$ cat src/logic/twu_pkg.sv
// What this block does
// - sixteen-bit down-counter behind loadable eight-bit prescaler
// - clocked by count pin or core clock/4
// - run bit starts/stops, resumes held value
// - running constant loads at eoc, prescaler immediately
// - end of count on an enable with counter and prescaler both zero
// - single mode stops, reloads, clears run bit
// - continuous mode reloads and keeps counting
// - mode bit writable anytime, with run bit
// - input enable selects pin or clock/4
// - event mode counts falling edges after start
// - gated mode counts while pin high
// - triggerable mode starts on falling edge after run
// - retriggerable mode reloads on each falling edge
// - output disabled drives pin high
// - square wave toggles at each eoc
// - pwm mode copies level bit at eoc
// - select pin low at external reset forces watchdog, constant FFFFh
// - clearing enable bit enters watchdog, sticky
// - watchdog uses clock/4, constant locked, prescaler writable
// - watchdog eoc resets whole system
// - AAh then 55h to low register refreshes
// - watchdog ignores halt, run, mode bits
// - timer mode eoc raises interrupt request
package twu_pkg;
  // register offsets
  localparam logic [2:0] TWU_OFF_HIGH = 3'h0;
  localparam logic [2:0] TWU_OFF_LOW = 3'h1;
  localparam logic [2:0] TWU_OFF_PRESC = 3'h2;
  localparam logic [2:0] TWU_OFF_CTRL = 3'h3;
  localparam logic [2:0] TWU_OFF_WAIT = 3'h4;
  localparam logic [2:0] TWU_OFF_STATUS = 3'h5;
  // control field positions
  localparam int TWU_B_RUN = 7;
  localparam int TWU_B_SINGLE = 6;
  localparam int TWU_B_MD1 = 5;
  localparam int TWU_B_MD2 = 4;
  localparam int TWU_B_INPUT_ENABLE_BIT = 3;
  localparam int TWU_B_OUTPUT_MODE_BIT = 2;
  localparam int TWU_B_LEVEL = 1;
  localparam int TWU_B_OUTPUT_ENABLE_BIT = 0;
  localparam int TWU_B_WDEN_N = 6;
  // reset values
  localparam logic [7:0] TWU_RST_CNT = 8'hff;
  localparam logic [7:0] TWU_RST_PRESC = 8'hff;
  localparam logic [7:0] TWU_RST_CTRL = 8'h12;
  localparam logic [7:0] TWU_RST_WAIT = 8'h7f;
  localparam logic [15:0] TWU_HW_CONST = 16'hffff;
  // refresh key
  localparam logic [7:0] TWU_KEY_ARM = 8'haa;
  localparam logic [7:0] TWU_KEY_FIRE = 8'h55;
  // core clock divider
  localparam int TWU_DIV = 4;
  typedef enum logic [1:0] {
    TWU_MD_EVENT = 2'b00,
    TWU_MD_GATED = 2'b01,
    TWU_MD_TRIG = 2'b10,
    TWU_MD_RETRIG = 2'b11
  } twu_mode_t;
  typedef struct packed {
    logic [2:0] addr;
    logic [7:0] wdata;
    logic wr;
    logic rd;
  } twu_req_t;
endpackage

$ cat src/logic/twu_top.sv
// Local design decisions: the placing of the registers and the plain strobed port.
`timescale 1ns/1ps
module twu_top (
  // clock and reset
  input wire logic i_clock,
  input wire logic i_reset,
  // register port
  input wire twu_pkg::twu_req_t i_req,
  output logic [7:0] o_rdata,
  // pins
  input wire logic i_count_input_pin,
  input wire logic i_hw_watchdog_select_pin,
  input wire logic i_ext_reset,
  input wire logic i_halt,
  output logic o_wave_output_pin,
  // system
  output logic o_irq,
  output logic o_system_reset
);
  import twu_pkg::*;

  logic [15:0] const_r, cnt_r;
  logic [7:0] presc_r, pcnt_r, ctrl_r;
  logic [1:0] div_r;
  logic [2:0] pin_sync_r;
  logic wden_n_r, hwsel_r, hw_wd_r, arm_r, armed_r, new_const_r, started_r, trig_r;
  logic hwsel_meta_r, ext_meta_r, ext_r;
  logic wave_r, fall, tick4, wd_mode, run, cnt_en, eoc, wr_ctrl, refresh, low_wr;
  twu_mode_t mode;

  // pin synchronisers, third stage feeds edge detect and gated mode
  // strap and external reset are pins too, so they get two flops as well
  always_ff @(posedge i_clock) begin
    if (i_reset) begin
      pin_sync_r <= 3'h7;
      hwsel_meta_r <= 1'b1;
      hwsel_r <= 1'b1;
      ext_meta_r <= 1'b0;
      ext_r <= 1'b0;
    end else begin
      pin_sync_r <= {pin_sync_r[1:0], i_count_input_pin};
      hwsel_meta_r <= i_hw_watchdog_select_pin;
      hwsel_r <= hwsel_meta_r;
      ext_meta_r <= i_ext_reset;
      ext_r <= ext_meta_r;
    end
  end
  assign fall = pin_sync_r[2] & ~pin_sync_r[1];

  // hardware watchdog strap caught on external reset only
  always_ff @(posedge i_clock) begin
    if (i_reset) begin
      hw_wd_r <= 1'b0;
    end else if (ext_r) begin
      hw_wd_r <= ~hwsel_r;
    end
  end

  assign wd_mode = hw_wd_r | ~wden_n_r;
  assign mode = twu_mode_t'(ctrl_r[TWU_B_MD1:TWU_B_MD2]);
  assign run = ctrl_r[TWU_B_RUN];
  assign wr_ctrl = i_req.wr && i_req.addr == TWU_OFF_CTRL;
  assign low_wr = i_req.wr && i_req.addr == TWU_OFF_LOW;

  // core clock / 4 enable
  always_ff @(posedge i_clock) begin
    if (i_reset) begin
      div_r <= 2'h0;
    end else begin
      div_r <= div_r + 2'h1;
    end
  end
  assign tick4 = div_r == 2'(TWU_DIV - 1);

  // trigger/event start gating
  always_ff @(posedge i_clock) begin
    if (i_reset || !run) begin
      trig_r <= 1'b0;
    end else if (fall) begin
      trig_r <= 1'b1;
    end
  end

  // prescaler input selection per mode
  always_comb begin
    cnt_en = 1'b0;
    if (wd_mode) begin
      cnt_en = tick4;
    end else if (run) begin
      if (ctrl_r[TWU_B_INPUT_ENABLE_BIT]) begin
        case (mode)
          TWU_MD_EVENT: cnt_en = fall & trig_r;
          TWU_MD_GATED: cnt_en = tick4 & pin_sync_r[2];
          TWU_MD_TRIG: cnt_en = tick4 & trig_r;
          TWU_MD_RETRIG: cnt_en = tick4;
          default: cnt_en = 1'b0;
        endcase
      end else begin
        cnt_en = tick4;
      end
    end
  end

  assign eoc = cnt_en && pcnt_r == 8'h0 && cnt_r == 16'h0;
  assign refresh = wd_mode && armed_r && i_req.wr && i_req.addr == TWU_OFF_LOW &&
    i_req.wdata == TWU_KEY_FIRE;

  // refresh detector
  always_ff @(posedge i_clock) begin
    if (i_reset) begin
      armed_r <= 1'b0;
    end else if (i_req.wr && i_req.addr == TWU_OFF_LOW) begin
      armed_r <= i_req.wdata == TWU_KEY_ARM;
    end
  end

  // constant, prescaler and wait register writes
  always_ff @(posedge i_clock) begin
    if (i_reset) begin
      const_r <= {TWU_RST_CNT, TWU_RST_CNT};
      presc_r <= TWU_RST_PRESC;
      wden_n_r <= TWU_RST_WAIT[TWU_B_WDEN_N];
      new_const_r <= 1'b0;
    end else begin
      if (i_req.wr) begin
        case (i_req.addr)
          TWU_OFF_HIGH: if (!wd_mode) const_r[15:8] <= i_req.wdata;
          TWU_OFF_LOW: if (!wd_mode) const_r[7:0] <= i_req.wdata;
          TWU_OFF_PRESC: presc_r <= i_req.wdata;
          TWU_OFF_WAIT: if (!i_req.wdata[TWU_B_WDEN_N] && !hw_wd_r) wden_n_r <= 1'b0;
          default: ;
        endcase
      end
      if (hw_wd_r) begin
        const_r <= TWU_HW_CONST;
      end
      // set wins over the clear of the pending-constant flag
      if (i_req.wr && !wd_mode && (i_req.addr == TWU_OFF_HIGH || i_req.addr == TWU_OFF_LOW)) begin
        new_const_r <= 1'b1;
      end else if (eoc || (run && !started_r)) begin
        new_const_r <= 1'b0;
      end
    end
  end

  // control register with run clear on single eoc
  always_ff @(posedge i_clock) begin
    if (i_reset) begin
      ctrl_r <= TWU_RST_CTRL;
    end else if (wr_ctrl) begin
      ctrl_r <= i_req.wdata;
    end else if (eoc && !wd_mode && ctrl_r[TWU_B_SINGLE]) begin
      ctrl_r[TWU_B_RUN] <= 1'b0;
    end
  end

  // counter and prescaler
  always_ff @(posedge i_clock) begin
    if (i_reset) begin
      cnt_r <= {TWU_RST_CNT, TWU_RST_CNT};
      pcnt_r <= TWU_RST_PRESC;
      started_r <= 1'b0;
    end else begin
      started_r <= run | wd_mode;
      if (refresh) begin
        cnt_r <= const_r;
        pcnt_r <= presc_r;
      end else if (!wd_mode && run && !started_r && new_const_r) begin
        cnt_r <= const_r;
        pcnt_r <= presc_r;
      end else if (!wd_mode && run && mode == TWU_MD_RETRIG && ctrl_r[TWU_B_INPUT_ENABLE_BIT] && fall) begin
        cnt_r <= const_r;
        pcnt_r <= presc_r;
      end else if (eoc) begin
        cnt_r <= const_r;
        pcnt_r <= presc_r;
      end else if (cnt_en) begin
        if (pcnt_r == 8'h0) begin
          pcnt_r <= presc_r;
          cnt_r <= cnt_r - 16'h1;
        end else begin
          pcnt_r <= pcnt_r - 8'h1;
        end
      end
    end
  end

  // waveform output
  always_ff @(posedge i_clock) begin
    if (i_reset) begin
      wave_r <= 1'b1;
    end else if (!ctrl_r[TWU_B_OUTPUT_ENABLE_BIT]) begin
      wave_r <= 1'b1;
    end else if (eoc) begin
      wave_r <= ctrl_r[TWU_B_OUTPUT_MODE_BIT] ? ctrl_r[TWU_B_LEVEL] : ~wave_r;
    end
  end
  assign o_wave_output_pin = wave_r;

  // interrupt and system reset pulses; halt input has no effect here
  always_ff @(posedge i_clock) begin
    if (i_reset) begin
      o_irq <= 1'b0;
      o_system_reset <= 1'b0;
    end else begin
      o_irq <= eoc & ~wd_mode;
      o_system_reset <= eoc & wd_mode;
    end
  end

  // read data, one cycle after strobe
  always_ff @(posedge i_clock) begin
    if (i_reset) begin
      o_rdata <= 8'h0;
    end else if (i_req.rd) begin
      case (i_req.addr)
        TWU_OFF_HIGH: o_rdata <= cnt_r[15:8];
        TWU_OFF_LOW: o_rdata <= cnt_r[7:0];
        TWU_OFF_PRESC: o_rdata <= presc_r;
        TWU_OFF_CTRL: o_rdata <= ctrl_r;
        TWU_OFF_WAIT: o_rdata <= {1'b0, wden_n_r, 6'h3f};
        TWU_OFF_STATUS: o_rdata <= {6'h0, hw_wd_r, wd_mode};
        default: o_rdata <= 8'h0;
      endcase
    end else begin
      o_rdata <= 8'h0;
    end
  end

  logic unused_halt;
  assign unused_halt = i_halt;
endmodule // twu_top

$ cat config.mk
export PLATFORM = sky130hd
export DESIGN_NAME = twu_top
export DESIGN_NICKNAME = d
export VERILOG_FILES = /design/src/logic/twu_pkg.sv /design/src/logic/twu_top.sv
export SDC_FILE = /design/constraint.sdc
export NUM_CORES = 1
export LEC_CHECK = 0
export BUFFER_PORTS_ARGS = -buffer_cell sky130_fd_sc_hd__buf_2
export CAP_MARGIN = 20
export CORE_MARGIN = 5
export CORE_UTILIZATION = 40
export DETAILED_ROUTE_END_ITERATION = 10
export GPL_TIMING_DRIVEN = 0
export HOLD_SLACK_MARGIN = 0.03
export PLACE_DENSITY = 0.64
export SYNTH_ARGS = -nofsm -noshare
export SYNTH_HDL_FRONTEND = slang
export SYNTH_SLANG_ARGS = --single-unit
$ cat constraint.sdc
create_clock -name i_clock -period 2.5 [get_ports i_clock]
set_input_delay 0.5 -clock i_clock [delete_from_list [all_inputs] [get_ports i_clock]]
set_output_delay 0.5 -clock i_clock [all_outputs]
set_load 0.05 [all_outputs]
==> reports/metrics.cfg, run 1 <==
[status]
status = complete, no violations

[synthesis]
async_reset_ff_share_pct = 0
synthCells = 478
synth_top_area_cell = dfxtp_1
ys_types = 65
syn_area_um2 = 4034
ys.flop_type = dfxtp_1
synth-edff-count = 0
seq_area_frac_synth_pct = 40.69
syn-num-nets = 504
ys.warnings.count = 0
synth_area_leaders = dfxtp_1, nand2_1, mux2i_1
yosysTopAreaCellShare_pct = 40.69
avgSynthCellArea_um2 = 8.439
ys_seq_elements = 82

[finish]
nets = 541
area_growth_pct = 13.03
nFillCells = 1029
layout_commonest_cell = dfxtp_1
drive_above_1_share_pct = 15.77
antenna_cells = 0
mostFrequentLayoutCells = dfxtp_1, nand2_1, nor2_1

[sta]
fin_crit_sh_pct = 97.22
slew_headroom_pct = 41.83
hold_viol_final = 0
period_needed_ns = 2.430
tightestPinTransition_ns = 0.8694
setup_ws_ns = 0.06959
setup_violations = 0
timing.final.max_slew_violations = 0
skew_ns = 0.01122
fmax_mhz = 411.5
whs_ns = 0.3159
rsz0062_at_grt = yes

[flow_run]
cap_violations = 0

[clock_network]
cts-root-buf = clkbuf_8
cts_sinks = 82
clk_pin_slew_ns = 0.08
htree_levels = 3
cts_tree = built
numCtsBuffers = 9
post_cts_buffers = 0
worstSkewPairLatency_ns = 0.36
cts_buffer_depth = 2
hold_buffers = 0

[drt]
drt_iter0_markers = 291
firstDrtPassIters = 7
drt-total-wl_mm = 12.03
wl_per_cell_um = 18.43
drcViolationCount = 0
final_antenna_net_count = 0
viasPerCell = 5.632
vias = 3678

[floorplan]
rows = 36
ios = 30
die_area_um2 = 12190
initial_core_util_pct = 41.08
die_h_um = 110.4
core_um2 = 9819
die_x_um = 110.4

[global_routing]
grt_pass1_wl_mm = 18.95
grt_usage_pct = 19.58
antenna_found_initial = 0
overflow = 0
grt_max_degree = 15
first_global_vias = 3498

[placement]
place_hpwl_mm = 8.683
routabilityCongestion = 0.9054
pre_cts_ws_ns = -0.1236
port_buffers = 27

[critical_path]
cp_max_fo = 10
start_kind = flop
reg2reg_slack_ns = 0.07
end_kind = flop
required_ns = 2.72
cp.arrival_ns = 2.65
worstSetupPathType = reg2reg

[power]
leakagePower_nw = 1.711
vdd_drop_max_uv = 230.3
powerDensity_nw_per_um2 = 549.3

[min_path]
hold_class = in2reg

-- report_power, final --
group          leakage (nW)  switching [mW]  internal, mW
Sequential            0.668          0.0227          1.34
Combinational         0.960           0.148        0.0767
Clock                0.0838           0.504         0.416
Total                  1.71           0.674          1.83
-- synthesized netlist by cell type, drive strengths merged (3+ instances only) --
library cell and number:
nand2 64, buf 9, a31oi 5, o31ai 5, o21a 4, nor2 46, nand3 26, a21oi 16
nand4b 5, a22oi 16, mux2i 22, clkbuf 16, nand2b 6, o211ai 4, dfxtp 82, ha 7
nor3 16, nor4 5, nand4 5, or2 7, nor3b 4, and2 3, nor2b 8, o21ai 40
or3 9, nand3b 3, mux2 5, inv 13
-- repair_timing --
item	4_1_cts	5_1_grt
resized for setup	3	6
pin swaps	0	1
endpoints found under the setup margin	13	21
cloned	0	0
-- path summary, 6_finish.rpt --
path | startpoint | endpoint | depth (start not counted)
min reg2reg | pin_sync_r[0] | pin_sync_r[1] | 1
max reg2reg | pcnt_r[0] | cnt_r[4] | 10
max | pcnt_r[0] | cnt_r[4] | 10
min | i_count_input_pin | pin_sync_r[0] | 2
-- metrics by stage --
step | TNS (ns) | utilization, % | area, µm² | power [mW] | instances
finish | 0 | 46.43 | 4559 | 2.504 | 653
global route | -0.0004792 | 46.43 | 4559 | 2.606 | 653
CTS | 0 | 46.20 | 4537 | 2.515 | 654
detailed placement | -0.9838 | 44.15 | 4335 | 1.609 | 638
global placement | -0.5875 | 44.15 | 4335 | 1.607 | 638
floorplan | 0 | - | 4034 | 1.525 | 478
-- worst max-delay path: stages, from the launching register on --
cell and delay, ns:
dfxtp_1 0.35, inv_1 0.07, ha_1 0.19, or3b_4 0.43, nor3_4 0.29, o31a_1 0.20
buf_4 0.19, a21oi_4 0.12, buf_6 0.17, nor3_1 0.22, a31oi_1 0.06
-- logic make-up after synthesis --
family / synth area share, %
AND/OR/NAND/NOR: 27.26
AO/OA/AOI/OAI: 17.56
flip-flops: 40.69
buffers and inverters: 4.342
multiplexers: 7.971
adder cells (fa/ha/maj): 2.171
-- area by class of cell --
cell class	instances	area (µm²)	share of cell area (%)
buffer	24	125.1	2.744
inverter	13	48.80	1.070
clock buffer	11	151.4	3.321
multi-input combinational	358	2252	49.40
tap	133	166.4	3.650
clock inverter	5	38.79	0.8507
sequential	82	1642	36.00
timing repair buffer	27	135.1	2.964
-- flip-flops by register name, summed over array words and instances (netlist names) --
register	cells
ctrl_r	8
hw_wd_r	1
hwsel_meta_r	1
pcnt_r	8
trig_r	1
o_system_reset	1
o_irq	1
wden_n_r	1
started_r	1
cnt_r	16
div_r	2
const_r	16
armed_r	1
o_rdata	8
pin_sync_r	3
hwsel_r	1
ext_r	1
ext_meta_r	1
presc_r	8
new_const_r	1
o_wave_output_pin	1
-- routing by layer --
metal / GRT usage, % / vias to the layer above / routed length (µm)
met5: 0 / - / 0
met4: 7.553 / 0 / 259
met3: 4.158 / 18 / 679
met2: 30.83 / 133 / 5342
met1: 26.22 / 1724 / 5752
li1: - / 1803 / -
Power figures use the tool's default switching activity.
==> inputs of run 2 (changes only) <==
--- a/config.mk
+++ b/config.mk
@@ -12,6 +12,7 @@
 export DETAILED_ROUTE_END_ITERATION = 10
 export GPL_TIMING_DRIVEN = 0
 export HOLD_SLACK_MARGIN = 0.03
+export MAX_ROUTING_LAYER = met4
 export PLACE_DENSITY = 0.64
 export SYNTH_ARGS = -nofsm -noshare
 export SYNTH_HDL_FRONTEND = slang
==> run 2 against run 1 <==
  * Setup slack better by 0.089 ns
  * Largest power group unchanged
  * Cell area is 0.99% higher
  * Clock-buffer cell count is 1 higher
  * Utilization is 0.46 points higher
  * Register-to-register slack better by 0.09 ns
  * First-iteration DRC count is 24% lower
  * Final cell count is 0.31% higher
  * Hold slack better by 0.0097 ns
  * Sequential power hardly changed
  * Critical endpoint is now cnt_r[8]
  * Maximum frequency is 3.8% higher
  * Via count is 1.9% higher
==> reports/metrics.cfg, run 2 (synthesized netlist as in run 1, its figures left out) <==
[status]
status = complete, no violations

[finish]
area_growth_pct = 14.14
drive_above_1_share_pct = 16.48
post-route-util_pct = 46.89
antenna_cells = 0
mostFrequentLayoutCells = dfxtp_1, nand2_1, nor2_1
reg_top3 = cnt_r: 16 flops, const_r: 16 flops
layout_commonest_cell = dfxtp_1
nets = 543

[clock_network]
worstSkewPairLatency_ns = 0.35
numCtsBuffers = 9
hold_buffers = 0
cts_sinks = 82
cts-root-buf = clkbuf_8
cts_tree = built
cts_buffer_depth = 2
clk_pin_slew_ns = 0.08
htree_levels = 3

[drt]
wl_per_cell_um = 18.77
viasPerCell = 5.722
firstDrtPassIters = 4
drt_iter0_markers = 221
drcViolationCount = 0
drt-total-wl_mm = 12.29
final_antenna_net_count = 0
vias = 3748

[floorplan]
initial_core_util_pct = 41.08
rows = 36
die_x_um = 110.4
core_um2 = 9819
die_area_um2 = 12190
ios = 30
die_h_um = 110.4

[sta]
fin_crit_sh_pct = 93.66
rsz0062_at_grt = no
fmax_mhz = 427.1
skew_ns = 0.008421
slew_headroom_pct = 40.92
timing.final.max_slew_violations = 0
hold_viol_final = 0
setup_violations = 0
tightestPinTransition_ns = 0.8861
period_needed_ns = 2.341

[placement]
routabilityCongestion = 0.9389
port_buffers = 27
place_hpwl_mm = 8.827

[global_routing]
antenna_found_initial = 0
grt_max_degree = 14
grt_pass1_wl_mm = 19.51
overflow = 0
first_global_vias = 3521
grt_usage_pct = 20.66

[power]
power.total_mw = 2.578
leakagePower_nw = 1.741
powerDensity_nw_per_um2 = 559.8
vdd_drop_max_uv = 263.6

[critical_path]
cpLargestDelayFamily = simple AND/OR/NAND/NOR gates
reg2reg_depth = 10
required_ns = 2.78
cpPeakStageDelay_ns = 0.42
cp.arrival_ns = 2.62
reg2reg_slack_ns = 0.16
start_kind = flop
rr_startpoint = pcnt_r[0]
cp.depth = 10
cp_num_buf_inv = 3
end_kind = flop
worstSetupPathType = reg2reg
cp_max_fo = 10
r2r_end = cnt_r[8]
crit_chain = inv_1 -> ha_1 -> or3b_4 -> nor3_4 -> buf_4 -> o31ai_2 -> o21ai_1 -> buf_4 -> o21ai_0 -> a22oi_1
worst_path_most_repeated_cell = buf_4
slowest_stage = or3b_4

[min_path]
min_from = i_count_input_pin
whs_path_depth = 2
hold_class = in2reg
holdPathEnd = pin_sync_r[0]

[flow_run]
cap_violations = 0

-- run 2: worst max-delay path by stage --
stage | slack [ns] | from | to
after global placement | -0.07 | i_req[9] | cnt_r[14]
after CTS | 0.03 | hw_wd_r | cnt_r[0]
final | 0.16 | pcnt_r[0] | cnt_r[8]
after floorplan | 0.45 | pcnt_r[0] | cnt_r[10]
after global routing | 0.007 | pcnt_r[0] | cnt_r[11]
after detailed placement | -0.1 | i_req[8] | cnt_r[11]
-- run 2: metrics by stage --
stage / cells / cell area [µm²] / setup slack (ns) / setup TNS, ns / hold WS (ns)
finish: 655 / 4604 / 0.1586 / 0 / 0.3256
global route: 655 / 4604 / 0.006771 / 0 / 0.3196
CTS: 654 / 4552 / 0.02576 / 0 / 0.3105
detailed placement: 638 / 4335 / -0.09900 / -0.8991 / 0.3994
global placement: 638 / 4335 / -0.06628 / -0.6279 / 0.3941
floorplan: 478 / 4034 / 0.4498 / 0 / 0.3776
-- run 2: final cells by class --
cell class | instances | area (µm²)
Tap cell | 133 | 166.4
Fill cell | 1026 | 5215
Multi-Input combinational cell | 358 | 2253
Clock inverter | 4 | 50.05
Clock buffer | 12 | 155.1
Buffer | 24 | 126.4
Sequential cell | 82 | 1642
Inverter | 13 | 48.80
Timing Repair Buffer | 29 | 162.7
-- run 2: power breakdown --
part / internal (mW) / switching (mW) / leakage, nW
clock network: 0.515 / 0.477 / 0.0986
logic: 0.0769 / 0.149 / 0.975
registers: 1.34 / 0.0227 / 0.668
-- run 2: what timing repair did --
action / in CTS / in global routing
endpoints found under the setup margin: 14 / 21
gates resized for setup: 3 / 9
buffers inserted: 0 / 2
pin swaps: 0 / 3
-- run 2: per-layer routing --
| layer | up-vias | GRT usage, % | routed length [µm] |
|---|---|---|---|
| met1 | 1802 | 27.75 | 5836 |
| met4 | 0 | 8.210 | 284 |
| met3 | 21 | 4.103 | 761 |
| li1 | 1793 | - | - |
| met2 | 132 | 30.50 | 5408 |
| met5 | - | - | 0 |
-- run 2: worst register-to-register path: stages (launching register included) --
cell and delay (ns):
dfxtp_1 0.35, inv_1 0.07, ha_1 0.18, or3b_4 0.42, nor3_4 0.25, buf_4 0.17
o31ai_2 0.12, o21ai_1 0.21, buf_4 0.23, o21ai_0 0.11, a22oi_1 0.15
==> inputs of run 3 (changes only) <==
==> constraint.sdc (replaced) <==
create_clock -name i_clock -period 2.8 [get_ports i_clock]
set_input_delay 0.56 -clock i_clock [delete_from_list [all_inputs] [get_ports i_clock]]
set_output_delay 0.56 -clock i_clock [all_outputs]
set_load 0.05 [all_outputs]
==> run 3 against run 2 <==
  * Final cell count down 0.15%
  * Clock-buffer cell count unchanged
  * Sequential share of layout area up 0.45 points
  * Via count up 0.29%
==> reports/metrics.cfg, run 3 (synthesized netlist as in run 1, its figures left out) <==
[finish]
fin_cells = 654
reg_top3 = cnt_r: 16 flops, const_r: 16 flops
post-route-util_pct = 46.30
mostFrequentLayoutCells = dfxtp_1, nand2_1, nor2_1
layout_commonest_cell = dfxtp_1
antenna_cells = 0
regArea_um2 = 1642
nFillCells = 1029
stdcell_area_um2 = 4547
area_growth_pct = 12.72
drive_above_1_share_pct = 14.59
multi_input_area_um2 = 2222
nets = 542

[floorplan]
die_x_um = 110.4
die_area_um2 = 12190
initial_core_util_pct = 41.08
core_um2 = 9819
rows = 36
die_h_um = 110.4
ios = 30

[sta]
rsz0062_at_grt = no
timing.final.max_slew_violations = 0
fmax_mhz = 385.8
setup_violations = 0
tns_ns = 0
setup_ws_ns = 0.2080
hold_viol_final = 0
skew_ns = 0.008999
slew_headroom_pct = 39.55
fin_crit_sh_pct = 92.57
period_needed_ns = 2.592
whs_ns = 0.3866
tightestPinTransition_ns = 0.8991

[clock_network]
cts-root-buf = clkbuf_8
cts_sinks = 82
cts_tree = built
post_cts_buffers = 0
hold_buffers = 0
worstSkewPairLatency_ns = 0.35
clk_pin_slew_ns = 0.08
numCtsBuffers = 9
htree_levels = 3
cts_resized = 0
cts_buffer_depth = 2

[min_path]
hold_class = in2reg

[power]
power.total_mw = 2.303
leakagePower_nw = 1.729
switching_share_pct = 25.23
switchingPower_mw = 0.5812
p_seq_share_pct = 52.7
vdd_drop_max_uv = 235.3
powerDensity_nw_per_um2 = 506.6
power_frac_comb_pct = 8.7
power_frac_clock_pct = 38.6
p_int_mw = 1.722

[global_routing]
grt_max_degree = 14
grt_usage_pct = 20.60
first_global_vias = 3515
overflow = 0
grt_pass1_wl_mm = 19.46
antenna_found_initial = 0

[critical_path]
cp_max_fo = 10
cp.arrival_ns = 2.82
end_kind = flop
start_kind = flop
required_ns = 3.03
worstSetupPathType = reg2reg

[drt]
drt_iter0_markers = 232
wl_per_cell_um = 18.66
vias = 3759
drt-total-wl_mm = 12.20
final_antenna_net_count = 0
drcViolationCount = 0
firstDrtPassIters = 5
viasPerCell = 5.748

[status]
status = complete, no violations

[placement]
pre_cts_ws_ns = 0.1410
post-place-cells = 638
place_hpwl_mm = 8.827
routabilityCongestion = 0.9389
dpl_cell_area_um2 = 4335
port_buffers = 27

[flow_run]
cap_violations = 0

## run 3: path summary, 6_finish.rpt
kind,end,slack (ns),from,cells after the start
setup / recovery,cnt_r[11],0.21,ctrl_r[5],9
hold / removal,pin_sync_r[0],0.39,i_count_input_pin,2
setup reg to reg,cnt_r[11],0.21,ctrl_r[5],9
hold reg to reg,hw_wd_r,0.41,hwsel_r,1
## run 3: area by class of cell
type                       count  area share (%)
tap                          133           3.660
clock buffer                  12           3.412
multi-input combinational    358           48.87
timing repair buffer          27           2.972
buffer                        25           2.807
inverter                      13           1.073
sequential                    82           36.10
clock inverter                 4           1.101
## run 3: routing by layer
| layer | up-vias | global-route usage, % | part of all wire, % |
|---|---|---|---|
| li1 | 1794 | - | - |
| met1 | 1800 | 27.72 | 47 |
| met2 | 145 | 30.58 | 45 |
| met3 | 20 | 4.048 | 6.3 |
| met4 | 0 | 7.800 | 2.2 |
| met5 | - | - | 0 |
## run 3: worst max-delay path, cell delays in order (launching register included)
cell and delay (ns):
dfxtp_1 0.46, inv_1 0.08, ha_1 0.27, nand4b_1 0.09, nor2_1 0.08, o31ai_1 0.76
o21ai_1 0.20, buf_4 0.24, o21ai_0 0.19, a22oi_1 0.08
## run 3: power groups by stage
stage | sequential, mW | clock, mW | combinational [mW]
2_1_floorplan | 1.25 | 0 | 0.109
3_3_place_gp | 1.24 | 0 | 0.195
6_report | 1.21 | 0.889 | 0.201
5_1_grt | 1.22 | 0.960 | 0.219
3_5_place_dp | 1.24 | 0 | 0.198
4_1_cts | 1.21 | 0.904 | 0.199
